$ cat src/inc/rst_seq_pkg.sv
package rst_seq_pkg;
    localparam int unsigned presc_width = 13;
    localparam int unsigned wdog_width = 8;
    localparam int unsigned irq_count = 16;
    localparam int unsigned long_cycles = 4096;
    localparam int unsigned short_cycles = 32;
    localparam int unsigned release_cycles = 64;
    localparam int unsigned pin_cycles = 32;
    localparam logic [12:0] presc_reset = 13'h0000;
    localparam logic [12:0] presc_service_mask = 13'h000f; // keeps bits 3..0
    // register byte offsets on the bus
    localparam logic [11:0] cause_addr = 12'h000;
    localparam logic [11:0] istat_addr = 12'h004;
    localparam logic [11:0] ctrl_addr = 12'h008;
    localparam logic [11:0] service_addr = 12'h00c;
    localparam logic [11:0] vector_addr = 12'h010;
    // cause flag positions
    localparam int unsigned cause_por = 7;
    localparam int unsigned cause_pin = 6;
    localparam int unsigned cause_wdog = 5;
    localparam int unsigned cause_illegal_opcode_flag = 4;
    localparam int unsigned cause_illegal_address_flag = 3;
    localparam int unsigned cause_mod = 2;
    localparam int unsigned cause_lvd = 1;
    localparam logic [7:0] cause_reset = 8'h80;
    localparam logic [1:0] ctrl_reset = 2'h0;
    localparam logic [7:0] wdog_reset = 8'h00;
    typedef enum logic [3:0] {
        st_run = 4'b0001,
        st_pin = 4'b0010,
        st_hold = 4'b0100,
        st_stop = 4'b1000
    } seq_state_t;
endpackage

$ cat src/hdl/reset_sequencer.sv
// Added by the designer: the address map and the APB interface to the registers.
`timescale 1ns/100ps
`default_nettype none
// reset sequencing, prescaler, watchdog and interrupt latch for the core
module reset_sequencer #(
    parameter int unsigned long_count = rst_seq_pkg::long_cycles,
    parameter int unsigned irq_n = rst_seq_pkg::irq_count
) (
    input wire logic pclk,
    input wire logic presetn,
    input wire logic psel,
    input wire logic penable,
    input wire logic pwrite,
    input wire logic [11:0] paddr,
    input wire logic [31:0] pwdata,
    output logic [31:0] prdata,
    output logic pready,
    output logic pslverr,
    input wire logic power_on_reset_signal,
    input wire logic reset_pin_in,
    output logic reset_pin_out,
    output logic reset_pin_oe,
    input wire logic low_voltage_detector,
    input wire logic monitor_entry_reset,
    input wire logic illegal_opcode,
    input wire logic stop_instr,
    input wire logic stop_enable_opt,
    input wire logic short_stop_recovery,
    input wire logic opcode_fetch,
    input wire logic unmapped_addr,
    input wire logic monitor_mode,
    input wire logic break_state,
    input wire logic hv_on_reset_pin,
    input wire logic hv_on_irq_pin,
    input wire logic wake_event,
    input wire logic instr_done,
    input wire logic int_mask,
    input wire logic rti_done,
    input wire logic [irq_n-1:0] irq_req,
    input wire logic [irq_n-1:0] irq_en,
    output logic internal_reset_signal,
    output logic clock_gen_output,
    output logic internal_bus_clocks,
    output logic int_start,
    output logic [4:0] int_vector,
    output logic stack_regs
);
    localparam int unsigned long_lim = long_count - 1;
    localparam int unsigned pin_lim = rst_seq_pkg::pin_cycles - 1;
    localparam int unsigned rel_lim = rst_seq_pkg::release_cycles - 1;
    localparam int unsigned short_lim = rst_seq_pkg::short_cycles - 1;

    rst_seq_pkg::seq_state_t state_r, state_nxt;
    logic [12:0] presc_r, presc_nxt;
    logic [7:0] wdog_r;
    logic [7:0] cause_r, cause_nxt;
    logic [12:0] cnt_r, cnt_nxt;
    logic long_hold_r;
    logic [1:0] ctrl_r;
    logic [2:0] sync1_r, sync2_r;
    logic latched_r;
    logic [4:0] latch_idx_r;
    logic [31:0] prdata_r;
    logic pin_ext_r;

    // bus decode
    wire logic wr_en = psel & penable & pwrite;
    wire logic rd_en = psel & penable & ~pwrite;
    wire logic hit_cause = paddr == rst_seq_pkg::cause_addr;
    wire logic hit_istat = paddr == rst_seq_pkg::istat_addr;
    wire logic hit_ctrl = paddr == rst_seq_pkg::ctrl_addr;
    wire logic hit_service = paddr == rst_seq_pkg::service_addr;
    wire logic hit_vector = paddr == rst_seq_pkg::vector_addr;
    wire logic mapped = hit_cause | hit_istat | hit_ctrl | hit_service | hit_vector;
    wire logic service_wr = wr_en & hit_service;

    // async requests pass two flops before use
    wire logic wdog_sync = sync2_r[0];
    wire logic lvd_sync = sync2_r[1];
    wire logic pin_sync = sync2_r[2];
    // own drive masked, so the echo of our pin drive cannot stretch the hold phase
    wire logic pin_low_ext = ~reset_pin_in & ~reset_pin_oe;

    // watchdog can only be blocked by the high-voltage detect terms
    wire logic wdog_off = (monitor_mode & (hv_on_reset_pin | hv_on_irq_pin))
                        | (break_state & hv_on_reset_pin);
    wire logic presc_ovf = &presc_r;
    wire logic wdog_ovf = presc_ovf & (&wdog_r) & ~wdog_off;

    // internal reset sources, all equal and unarbitrated
    wire logic src_illegal_opcode_flag = illegal_opcode | (stop_instr & ~stop_enable_opt);
    wire logic src_illegal_address_flag = opcode_fetch & unmapped_addr;
    wire logic src_wdog = wdog_sync;
    wire logic src_lvd = lvd_sync;
    wire logic src_mod = monitor_entry_reset;
    wire logic in_reset = state_r == rst_seq_pkg::st_pin || state_r == rst_seq_pkg::st_hold;
    wire logic int_src = ~in_reset
                       & (src_illegal_opcode_flag | src_illegal_address_flag | src_wdog | src_lvd | src_mod);
    wire logic ext_src = ~in_reset & pin_sync & ~reset_pin_oe;

    wire logic [irq_n-1:0] pend = irq_req & irq_en;
    wire logic arb_any;
    wire logic [4:0] arb_idx;

    prio_arbiter #(
        .n(irq_n)
    ) u_arb (
        .req(pend),
        .any(arb_any),
        .idx(arb_idx)
    );

    // sequencer and counter next state
    always_comb begin
        state_nxt = state_r;
        cnt_nxt = cnt_r + 13'h0001;
        cause_nxt = cause_r;
        presc_nxt = presc_r + 13'h0001;
        if (service_wr) begin
            presc_nxt = presc_r & rst_seq_pkg::presc_service_mask;
        end
        case (state_r)
            rst_seq_pkg::st_run: begin
                if (int_src) begin
                    state_nxt = rst_seq_pkg::st_pin;
                    cnt_nxt = 13'h0000;
                    presc_nxt = rst_seq_pkg::presc_reset;
                    cause_nxt = {1'b0, 1'b0, src_wdog, src_illegal_opcode_flag, src_illegal_address_flag,
                                 src_mod, src_lvd, 1'b0};
                end else if (ext_src) begin
                    state_nxt = rst_seq_pkg::st_hold;
                    cnt_nxt = 13'h0000;
                    cause_nxt = 8'h00;
                    cause_nxt[rst_seq_pkg::cause_pin] = 1'b1;
                end else if (stop_instr & stop_enable_opt) begin
                    state_nxt = rst_seq_pkg::st_stop;
                    presc_nxt = rst_seq_pkg::presc_reset;
                end
            end
            rst_seq_pkg::st_pin: begin
                // long hold for power and low-voltage, short for the rest
                if ((long_hold_r && cnt_r == 13'(long_lim))
                        || (!long_hold_r && cnt_r == 13'(pin_lim))) begin
                    state_nxt = rst_seq_pkg::st_hold;
                    cnt_nxt = 13'h0000;
                end
            end
            rst_seq_pkg::st_hold: begin
                if (pin_sync) begin
                    cnt_nxt = 13'h0000; // pin still held low from outside
                end else if (cnt_r == 13'(rel_lim)
                        || (!long_hold_r && cnt_r == 13'(pin_lim))) begin
                    state_nxt = rst_seq_pkg::st_run;
                end
            end
            rst_seq_pkg::st_stop: begin
                if (int_src) begin
                    state_nxt = rst_seq_pkg::st_pin;
                    cnt_nxt = 13'h0000;
                    cause_nxt = {1'b0, 1'b0, src_wdog, src_illegal_opcode_flag, src_illegal_address_flag,
                                 src_mod, src_lvd, 1'b0};
                end else if (wake_event || pin_sync) begin
                    // recovery length picked at the exit moment
                    if (short_stop_recovery ? presc_r >= 13'(short_lim)
                            : presc_r >= 13'(long_lim)) begin
                        state_nxt = rst_seq_pkg::st_run;
                    end
                end else begin
                    presc_nxt = rst_seq_pkg::presc_reset; // counter idles until a wake
                end
            end
            default: begin
                state_nxt = rst_seq_pkg::st_run;
            end
        endcase
    end

    // synchronisers for watchdog, low voltage and pin requests
    always_ff @(posedge pclk or negedge presetn) begin
        if (!presetn) begin
            sync1_r <= 3'h0;
            sync2_r <= 3'h0;
        end else begin
            sync1_r <= {pin_low_ext, low_voltage_detector, wdog_ovf};
            sync2_r <= sync1_r;
        end
    end

    // sequencer; presetn stands for the power-on pulse at the pin level
    always_ff @(posedge pclk or negedge presetn) begin
        if (!presetn) begin
            state_r <= rst_seq_pkg::st_pin;
            cnt_r <= 13'h0000;
            cause_r <= rst_seq_pkg::cause_reset;
            presc_r <= rst_seq_pkg::presc_reset;
            long_hold_r <= 1'b1;
        end else if (power_on_reset_signal) begin
            state_r <= rst_seq_pkg::st_pin;
            cnt_r <= 13'h0000;
            cause_r <= rst_seq_pkg::cause_reset;
            presc_r <= rst_seq_pkg::presc_reset;
            long_hold_r <= 1'b1;
        end else begin
            state_r <= state_nxt;
            cnt_r <= cnt_nxt;
            cause_r <= cause_nxt;
            presc_r <= presc_nxt;
            // length picked on every entry to the pin phase, from stop too
            if (state_r != rst_seq_pkg::st_pin && state_nxt == rst_seq_pkg::st_pin) begin
                long_hold_r <= src_lvd;
            end else if (state_r == rst_seq_pkg::st_run && ext_src) begin
                long_hold_r <= 1'b1; // pin reset releases 64 cycles after the pin
            end
        end
    end

    // watchdog advanced by prescaler overflow, cleared by service writes
    always_ff @(posedge pclk or negedge presetn) begin
        if (!presetn) begin
            wdog_r <= rst_seq_pkg::wdog_reset;
        end else if (service_wr || in_reset || wdog_off) begin
            wdog_r <= rst_seq_pkg::wdog_reset;
        end else if (presc_ovf) begin
            wdog_r <= wdog_r + 8'h01;
        end
    end

    // interrupt latch: once caught, held until the entry fires or a reset clears it
    always_ff @(posedge pclk or negedge presetn) begin
        if (!presetn) begin
            latched_r <= 1'b0;
            latch_idx_r <= 5'h00;
        end else if (in_reset) begin
            latched_r <= 1'b0;
            latch_idx_r <= 5'h00;
        end else if (latched_r) begin
            if (int_start) begin
                latched_r <= 1'b0;
            end
        end else if ((instr_done || rti_done) && !int_mask && arb_any) begin
            latched_r <= 1'b1;
            latch_idx_r <= arb_idx;
        end
    end

    // entry fires the cycle after latching; core sets mask and stacks except high index
    assign int_start = latched_r & ~in_reset;
    assign stack_regs = int_start;
    assign int_vector = latch_idx_r;

    // control register: bit0 drops clock output, bit1 spare gate of bus clocks
    always_ff @(posedge pclk or negedge presetn) begin
        if (!presetn) begin
            ctrl_r <= rst_seq_pkg::ctrl_reset;
        end else if (wr_en && hit_ctrl) begin
            ctrl_r <= pwdata[1:0];
        end
    end

    // read mux registered at the setup-phase edge
    wire logic [31:0] rd_val = hit_cause ? {24'h00_0000, cause_r}
                             : hit_istat ? {{(32 - irq_n){1'b0}}, pend}
                             : hit_ctrl ? {30'h0000_0000, ctrl_r}
                             : hit_vector ? {27'h000_0000, latch_idx_r}
                             : 32'h0000_0000;
    always_ff @(posedge pclk or negedge presetn) begin
        if (!presetn) begin
            prdata_r <= 32'h0000_0000;
        end else if (psel && !penable && !pwrite) begin
            prdata_r <= rd_val;
        end
    end

    // pin drive enable registered from the next state, so it follows the pin phase
    always_ff @(posedge pclk or negedge presetn) begin
        if (!presetn) begin
            pin_ext_r <= 1'b1;
        end else begin
            pin_ext_r <= (state_r == rst_seq_pkg::st_run && int_src)
                       || (state_nxt == rst_seq_pkg::st_pin);
        end
    end

    // setup-phase capture gives zero-wait answers
    assign prdata = prdata_r;
    assign pready = 1'b1;
    assign pslverr = psel & penable & ~mapped;
    assign reset_pin_out = 1'b0;
    assign reset_pin_oe = pin_ext_r;
    assign internal_reset_signal = in_reset;
    assign clock_gen_output = ~ctrl_r[0];
    assign internal_bus_clocks = state_r == rst_seq_pkg::st_run && !ctrl_r[1];
endmodule
`default_nettype wire

$ cat src/hdl/prio_arbiter.sv
`timescale 1ns/100ps
`default_nettype none
// picks the lowest-numbered pending source; source 0 is highest priority and is reported as index 1
module prio_arbiter #(
    parameter int unsigned n = 16
) (
    input wire logic [n-1:0] req,
    output logic any,
    output logic [4:0] idx
);
    // scan from the lowest priority upward so the highest wins
    always_comb begin
        any = |req;
        idx = 5'h00;
        for (int i = n - 1; i >= 0; i--) begin
            if (req[i]) begin
                idx = 5'(i + 1);
            end
        end
    end
endmodule
`default_nettype wire

$ cat config.mk
export PLATFORM = sky130hd
export DESIGN_NAME = reset_sequencer
export DESIGN_NICKNAME = d
export VERILOG_FILES = /design/src/inc/rst_seq_pkg.sv /design/src/hdl/reset_sequencer.sv /design/src/hdl/prio_arbiter.sv
export SDC_FILE = /design/constraint.sdc
export NUM_CORES = 1
export LEC_CHECK = 0
export ABC_AREA = 1
export BUFFER_PORTS_ARGS = -buffer_cell sky130_fd_sc_hd__buf_2
export CORE_MARGIN = 2
export CORE_UTILIZATION = 40
export DETAILED_ROUTE_END_ITERATION = 8
export GPL_TIMING_DRIVEN = 0
export PLACE_DENSITY = 0.69
export SETUP_SLACK_MARGIN = 0.2
export SYNTH_ARGS = -nofsm -noshare
export SYNTH_HDL_FRONTEND = slang
export SYNTH_SLANG_ARGS = --single-unit
$ cat constraint.sdc
create_clock -name pclk -period 2.1 [get_ports pclk]
set_input_delay 0.105 -clock pclk [delete_from_list [all_inputs] [get_ports pclk]]
set_output_delay 0.105 -clock pclk [all_outputs]
set_load 0.01 [all_outputs]
==> Word level (Yosys, flattened, before mapping) <==
Index checks and enable logic that the tools add are counted.
{ "totals": {"regBits": 94, "latchBits": 0, "mem_bits_ro": 0, "in_bits": 99, "ramBits": 0, "mem_count": 0} }
{ "classes": {"n_lt_le_gt_ge": 2, "bitwise": 35, "n_shift": 0, "n_eq_ne": 16, "n_mul": 0, "n_div": 0, "n_mux": 64, "reduce_logical": 34, "addsub": 3} }
{ "ops": {"columns": ["operator", "n"], "rows": [
  ["$mux W13", 13],
  ["$mux W5", 21],
  ["$pmux W13 S4", 1],
  ["$mux W8", 6],
  ["$mux W4", 10],
  ["$mux W16", 2],
  ["$add A13 B1 Y13 const B", 2],
  ["$pmux W13 S2", 1],
  ["$eq A12 B4 Y1 const B", 2],
  ["$and A1 B1 Y1", 16],
  ["$and A16 B16 Y16", 1],
  ["$pmux W4 S4", 1],
  ["$pmux W8 S2", 1],
  ["$reduce_or A16 Y1", 1],
  ["$eq A13 B12 Y1 const B", 1],
  ["$eq A13 B5 Y1 const B", 1],
  ["$eq A13 B6 Y1 const B", 1],
  ["$ge A13 B12 Y1 const B", 1],
  ["$ge A13 B5 Y1 const B", 1],
  ["$reduce_and A13 Y1", 1],
  ["$eq A12 B3 Y1 const B", 1],
  ["$eq A12 B5 Y1 const B", 1],
  ["$logic_not A12 Y1", 1],
  ["$logic_and A1 B1 Y1", 11],
  ["19 further kinds", 56]
]} }

==> Longest topological paths before layout <==
Gate-level depths: netlist of the first run.
{ "logic_depth": {"depth_word": 20, "mapped_depth": 18} }

==> Cells and area by module <==
A second synthesis of the first run with hierarchy kept.
{ "unflattened": {"cells_unflattened": 607, "area_unflattened_um2": 4569.4} }
{ "by_module_without_submodules": {"columns": ["mod", "seq_area_each_um2", "n_inst", "area_per_inst_um2", "cells_each"], "rows": [
  ["reset_sequencer", 1931.9, 1, 4352.9, 554],
  ["prio_arbiter", 0.0, 1, 216.5, 53]
]} }

==> Least setup slack after synthesis of the first run <==
Ideal clock, no wire load.
{ "synth_timing": {"path_kind": "register -> register", "start": "register cnt_r[0]", "end": "register cnt_r[6]", "slack_ps": 326, "stages_incl_launch_ff": 14, "synth_period_minus_slack_ps": 1774, "setup_ps": 113, "required_ps": 1987, "arrival_time_ps": 1660, "path_buffers": 1, "path_cell_list": "dfrtp_1 > ha_1 > nand3_2 > nor2_2 > nand2_1 > nor2_2 > nand2_2 > nor2_4 > nand3_2 > nand4_2 > nand4_2 > buf_6 > nand3b_1 > inv_2"} }
{ "synth_via": {"elab_chain_cells": 6, "word_cells_on_any_way": 13, "cone_classes": "add/sub (1); eq/ne (2); mux (7); reduce/logical (3)"} }
{ "synth_lines": {"columns": ["item", "line", "text"], "rows": [
  ["from (decl)", "reset_sequencer.sv:57", "logic [12:0] cnt_r, cnt_nxt;"],
  ["from (signal assigned)", "reset_sequencer.sv:205", "cnt_r <= cnt_nxt;"],
  ["branches (longest 4 deep; another with $add A13 B1 Y13)", null, null],
  ["$pmux W13 S4 (*)", "reset_sequencer.sv:122", "case (state_r)"],
  ["$mux W13 (*)", "reset_sequencer.sv:197", "end else if (power_on_reset_signal) begin"]
]} }
Every way passes the cells marked *.
A chain may end at the register's enable or synchronous reset.

==> Worst setup path after layout of the first run <==
{ "layout_timing": {"start": "register state_r[1]", "end": "register wdog_r[2]"} }
{ "layout_via": {"elab_chain_cells": 5, "word_cells_on_any_way": 7, "cone_classes": "eq/ne (2); mux (1); reduce/logical (4)"} }
{ "layout_lines": {"columns": ["item", "line", "text"], "rows": [
  ["from (decl)", "reset_sequencer.sv:53", "rst_seq_pkg::seq_state_t state_r, state_nxt;"],
  ["from (signal assigned)", "reset_sequencer.sv:192", "state_r <= rst_seq_pkg::st_pin;"],
  ["from (signal assigned)", "reset_sequencer.sv:198", "state_r <= rst_seq_pkg::st_pin;"],
  ["from (signal assigned)", "reset_sequencer.sv:204", "state_r <= state_nxt;"],
  ["$eq A4 B2 Y1 / $eq A4 B3 Y1 (equally long branches)", "reset_sequencer.sv:96", "wire logic in_reset = state_r == rst_seq_pkg::st_pin || state_r == rst_seq_pkg::st_hold;"],
  ["$logic_or A1 B1 Y1 (*)", "reset_sequencer.sv:96", null],
  ["$logic_or A1 B1 Y1 (*) (2 in series)", "reset_sequencer.sv:221", "end else if (service_wr || in_reset || wdog_off) begin"],
  ["$mux W8 / $reduce_bool A2 Y1 (equally long branches)", null, null],
  ["to (signal assigned)", "reset_sequencer.sv:220", "wdog_r <= rst_seq_pkg::wdog_reset;"],
  ["to (signal assigned)", "reset_sequencer.sv:222", "wdog_r <= rst_seq_pkg::wdog_reset;"],
  ["to (signal assigned)", "reset_sequencer.sv:224", "wdog_r <= wdog_r + 8'h01;"],
  ["to (decl)", "reset_sequencer.sv:55", "logic [7:0] wdog_r;"]
]} }
Every way passes the cells marked *; elsewhere a longest branch is shown, timed or not.

==> results of run 1 <==
[state kept, by name, summed over array words and instances, names as in the netlist]
name	count
ctrl_r	2
long_hold_r	1
cnt_r	13
int_vector	5
sync1_r	3
reset_pin_oe	1
latched_r	1
state_r	4
sync2_r	3
wdog_r	8
cause_r	7
presc_r	13
prdata	16
[final cells by class]
type	instances	share of cell area [%]
buffer	25	3.01
sequential	77	33.0
multi-input combinational	387	38.8
clock buffer	11	2.41
timing repair buffer	129	13.4
inverter	76	5.00
clock inverter	5	1.41
tap	140	2.99
[path summary, 6_finish.rpt]
kind                       cells past startpoint      endpoint       start
max reg2reg                                   10     wdog_r[2]  state_r[1]
min reg2reg                                    0    sync2_r[2]  sync1_r[2]
max in group asynchronous                      3  reset_pin_oe     presetn
min in group asynchronous                      2    prdata[12]     presetn
min                                            2     ctrl_r[1]   pwdata[1]
max                                           10     wdog_r[2]  state_r[1]
[metal layers]
metal  vias to the layer above  share of wire, %
li1                       2082                 -
met1                      2017                42
met2                       107                52
met3                        21               3.5
met4                         0               1.9
met5                         -                 0
[where the power goes]
part | total [mW] | switching (mW) | internal (mW) | leakage (nW)
clock network | 1.28 | 0.568 | 0.707 | 0.114
logic | 0.978 | 0.551 | 0.428 | 1.80
registers | 1.63 | 0.0640 | 1.57 | 1.04
[worst max-delay path, cell delays in order, from the launching register on]
cell and delay, ns:
dfstp_2 0.57, inv_4 0.05, nand2_4 0.08, nor3_4 0.07, nor2_8 0.16, buf_6 0.13, buf_4 0.12, nand4_1 0.19
inv_2 0.17, o21ai_0 0.10, a31oi_1 0.20
[Yosys cell counts, types with 3 or more instances]
master / n / area [µm²]
nand2_1: 126 / 473
dfrtp_1: 73 / 1830
nor2_1: 63 / 236
inv_1: 56 / 210
nand3_1: 28 / 140
buf_4: 19 / 143
inv_2: 17 / 63.8
o21ai_0: 15 / 75.1
nand4_1: 14 / 87.6
nor3_1: 14 / 70.1
a21oi_1: 13 / 65.1
o31ai_1: 9 / 67.6
o21ai_1: 6 / 30.0
xor2_1: 6 / 52.6
clkbuf_1: 5 / 18.8
nor3_2: 5 / 50.1
o22ai_1: 5 / 31.3
and3_1: 4 / 25.0
dfstp_2: 4 / 105
nand2_2: 4 / 25.0
nor4_1: 4 / 25.0
a221oi_1: 3 / 26.3
a32o_1: 3 / 30.0
clkinv_1: 3 / 11.3
ha_1: 3 / 37.5
nand4_2: 3 / 37.5
o211ai_2: 3 / 37.5
xnor2_1: 3 / 26.3
[metrics by stage]
| step | util (%) | worst slack [ns] | power (mW) | hold slack (ns) | cells |
|---|---|---|---|---|---|
| floorplan | - | 0.326 | 2.10 | -0.191 | 564 |
| global placement | 47.2 | 0.128 | 2.33 | 0.215 | 799 |
| detailed placement | 47.5 | 0.0363 | 2.36 | 0.00867 | 800 |
| CTS | 51.9 | 0.202 | 3.75 | 0.00330 | 834 |
| global route | 54.5 | 0.0737 | 4.05 | 0.00199 | 850 |
| finish | 54.5 | 0.162 | 3.88 | 0.0255 | 850 |
[logic make-up (layout without fill, tap and decap cells)]
logic type                 after synthesis  in the layout  synth area share [%]
muxes                                    3              3                 0.746
buffers and inverters                  101            246                  10.5
DFF                                     77             77                  44.3
other                                    2             18                 0.172
xor gates and xnor gates                 9              9                  1.81
AOI/OAI and AO/OA                       70             71                  10.7
and+or+nand+nor                        283            283                  30.9
adders and majority gates                3              3                 0.861
[what timing repair did]
item | 4_1_cts | 5_1_grt
hold endpoints to repair | 77 | 0
cloned | 1 | 1
pin swaps | 9 | 18
setup buffers | 12 | 15
resized for setup | 18 | 38
setup endpoints to repair | 32 | 44
hold buffers | 5 | 0
==> impl_metrics.ini, run 1 <==
[drt]
viasPerCell = 4.97
drt-total-wl_um = 11400
post-route-drc-count = 0
drt_first_pass_iters = 5
wl_per_cell_um = 13.4
drtIter0Drc = 188
antenna_left = 0
vias = 4227

[timing]
hold_viol_final = 0
setup_viol = 0
clock.fmax_ghz = 0.516
fin_crit_ns = 1.94
max_slew_margin_pct = 63.1
period_share_pct = 92.3
fin_skew_ns = 0.0132
rsz0062_at_grt = yes
final_max_slew_viol_count = 0
worst_slew_pin_slew_ns = 0.550
fin_tns_setup_ns = 0

[worst_setup_path]
cp-start-kind = flop
crit_arrival_ns = 2.20
required_ns = 2.36
criticalPathCategory = flop to flop
reg2reg_setup_slack_ns = 0.16
cp_max_fo = 5
endpoint_kind = flop

[floorplanning]
die_area_mm2 = 0.0118
initial_core_util_pct = 40.6
die_w_um = 108
die_y_um = 108
num_rows = 38
io_pins = 145
core_mm2 = 0.0107

[grt]
grt-ovfl-total = 0
grt_pass1_wl_um = 18100
grtUsageTotal_pct = 19.3
met3_usage_pct = 3.01
grtUsageMet2_pct = 34.0
grt_pass1_vias = 4109
antenna_found_initial = 0
grt-busiest-layer = met2
grt_start_max_net_pins = 60
grtUsageMet1_pct = 23.8

[clock_network]
cts_tree = built
clk_pin_slew_worst_paths_ns = 0.08
htreeDepth = 3
clock_sinks = 77
clockBufferDepth = 2
clk_latency_ns = 0.36
numCtsBuffers = 9
root_buffer = clkbuf_8

[placed_design]
place.port_buffers = 95
placement.cell_area_mm2 = 0.00510
hpwl_um = 8040
gp_congestion = 0.833

[final_layout]
layout_common_cells = 121 x nand2_1, 93 x buf_2, 72 x dfrtp_1, 59 x nor2_1, 54 x inv_1
antenna_cells = 0
synthToLayoutAreaGrowth_pct = 34.3
layout_commonest_cell = nand2_1
fillers = 1000
layout.nets = 807
fin_area_mm2 = 0.00586
multi_input_area_mm2 = 0.00227
ff_latch_area_mm2 = 0.00193
layout-drive-gt1-share_pct = 33.4

[synthesis]
async_flop_share_pct = 100
synth_edf_count = 0
ys_ff_latch = 77
synth_warnings = 0
ys_seq_area_share_pct = 44.3
ys.flop_type = dfrtp_1
synth_cells = 548
synth.cell_area_mm2 = 0.00436
avgSynthCellArea_um2 = 7.96
yosysUniqueCellTypes = 54

[pwr]
p_per_area_mw_per_mm2 = 663
ir_drop_v = 0.000351
p_leak_nw = 2.96

[run]
drv_cap = 0

[hold_path]
hold_path_class = input pin to flop

[status]
status = finished clean
Note: power is estimated with default switching activity, not from simulation.
==> inputs of run 2 (changes only) <==
Settings changed: CELL_PAD_IN_SITES_DETAIL_PLACEMENT from default to 0, CELL_PAD_IN_SITES_GLOBAL_PLACEMENT from default to 1, CORE_MARGIN 2 to default, CORE_UTILIZATION 40 to 39, PLACE_DENSITY 0.69 to 0.88.
Clock period 2.1 ns to 2.4 ns, I/O delays scaled along.
==> run 2 against run 1 <==
Against the previous run:
- critical path depth shrank 1
- sequential share of layout area up 3.1 points
- critical endpoint is now wdog_r[7]
- maximum frequency decreased by 3.6%
- sequential cell count unchanged
- final cell count down 3.4%
==> impl_metrics.ini, run 2 (synthesis gave the netlist of run 1 again) <==
[status]
status = finished clean

[worst_setup_path]
required_ns = 2.68
crit_arrival_ns = 2.29
criticalPathCategory = flop to flop
cp_max_fo = 6
endpoint_kind = flop
cp-start-kind = flop

[clock_network]
htreeDepth = 3
cts_setup_buffers = 0
numCtsBuffers = 9
clk_pin_slew_worst_paths_ns = 0.08
root_buffer = clkbuf_8
clk_latency_ns = 0.35
cts_tree = built
clockBufferDepth = 2
clock_sinks = 77

[placed_design]
placement.cell_area_mm2 = 0.00510
gp_congestion = 0.841
post-place-cells = 800
place.port_buffers = 95
hpwl_um = 8080

[timing]
worst_slew_pin_slew_ns = 0.550
fin_skew_ns = 0.00835
setup_viol = 0
clock.fmax_ghz = 0.498
max_slew_margin_pct = 63.1
whs_ns = 0.0466
fin_crit_ns = 2.01
fin_tns_setup_ns = 0
period_share_pct = 83.7
rsz0062_at_grt = no
hold_viol_final = 0
final_max_slew_viol_count = 0

[pwr]
ir_drop_v = 0.000262
p_per_area_mw_per_mm2 = 550
p_leak_nw = 2.76

[floorplanning]
die_y_um = 108
num_rows = 38
io_pins = 145
die_area_mm2 = 0.0116
die_w_um = 108
initial_core_util_pct = 40.1
core_mm2 = 0.0109

[final_layout]
layout_common_cells = 126 x nand2_1, 94 x buf_2, 73 x dfrtp_1, 63 x nor2_1, 56 x inv_1
layout_commonest_cell = nand2_1
synthToLayoutAreaGrowth_pct = 22.8
layout.nets = 778
antenna_cells = 0
largest_reg_flops = 16
fin_util_pct = 49.2
fin_area_mm2 = 0.00536
layout-drive-gt1-share_pct = 27.2
layout.cells.non_filler = 821

[drt]
drt-total-wl_um = 10400
post-route-drc-count = 0
drt_first_pass_iters = 4
vias = 4002
drtIter0Drc = 137
antenna_left = 0
wl_per_cell_um = 12.6
viasPerCell = 4.87

[grt]
grtUsageTotal_pct = 19.2
antenna_found_initial = 0
grt_pass1_wl_um = 17400
grt_pass1_vias = 3782
grt-ovfl-total = 0
grt_start_max_net_pins = 53

[run]
drv_cap = 0

[hold_path]
hold_path_class = input pin to flop
run 2: changes by cell type in the layout (fill, tap and decap cells not counted), moves of 3 or more:
cell     before  now
nor2_4        5    2
nand4_2       0    3
nor2_1       59   63
nand3_4       3    0
nand3_1      23   28
nand2_1     121  126
inv_4         3    0
buf_4        44   20
nand2_2       7    4
nand4_4       3    0
buf_6         6    1
run 2: timing repair:
| action | 4_1_cts | 5_1_grt |
|---|---|---|
| hold buffers | 5 | 0 |
| gates resized for setup | 0 | 4 |
| setup endpoints to repair | 0 | 9 |
| hold endpoints to repair | 29 | 0 |
run 2: metal layers:
metal  share of wire (%)  routed length (µm)  track usage, %
met2                  47                4840            31.2
met1                  46                4800            24.9
met4                 2.2                 233            8.41
met3                 4.7                 487            3.63
met5                   0                   0               0
run 2: worst max-delay path: stages, from the launching register on:
cell	delay [ns]
dfrtp_1	0.40
ha_1	0.23
nand3_1	0.19
nor3_4	0.22
nand4_2	0.22
inv_2	0.15
nand4_1	0.14
nor3_2	0.16
o21ai_0	0.10
a21oi_1	0.12
run 2: through the flow:
step | worst slack (ns) | power [mW]
finish | 0.390 | 2.95
global route | 0.204 | 3.12
CTS | 0.335 | 2.98
detailed placement | 0.343 | 2.07
global placement | 0.404 | 2.05
floorplan | 0.626 | 1.84
run 2: final cells by class:
class | instances | area (µm²)
Buffer | 25 | 173
Clock buffer | 12 | 155
Clock inverter | 4 | 22.5
Fill cell | 1098 | 5530
Inverter | 76 | 285
Multi-Input combinational cell | 386 | 2060
Sequential cell | 77 | 1930
Tap cell | 140 | 175
Timing Repair Buffer | 101 | 556
run 2: report_power, final:
part | leakage (nW) | total [mW] | internal (mW) | switching, mW
Combinational | 1.62 | 0.626 | 0.237 | 0.389
Clock | 0.0921 | 0.894 | 0.427 | 0.467
Sequential | 1.04 | 1.43 | 1.37 | 0.0544
run 2: path summary, 6_finish.rpt:
check / from / to / slack (ns) / cells after the start
setup / recovery: presc_r[0] / wdog_r[7] / 0.39 / 9
hold / removal: monitor_entry_reset / cause_r[2] / 0.05 / 3
setup reg to reg: presc_r[0] / wdog_r[7] / 0.39 / 9
hold reg to reg: sync1_r[2] / sync2_r[2] / 0.34 / 0
max in group asynchronous: presetn / long_hold_r / 1.55 / 3
min in group asynchronous: presetn / ctrl_r[0] / 0.22 / 2
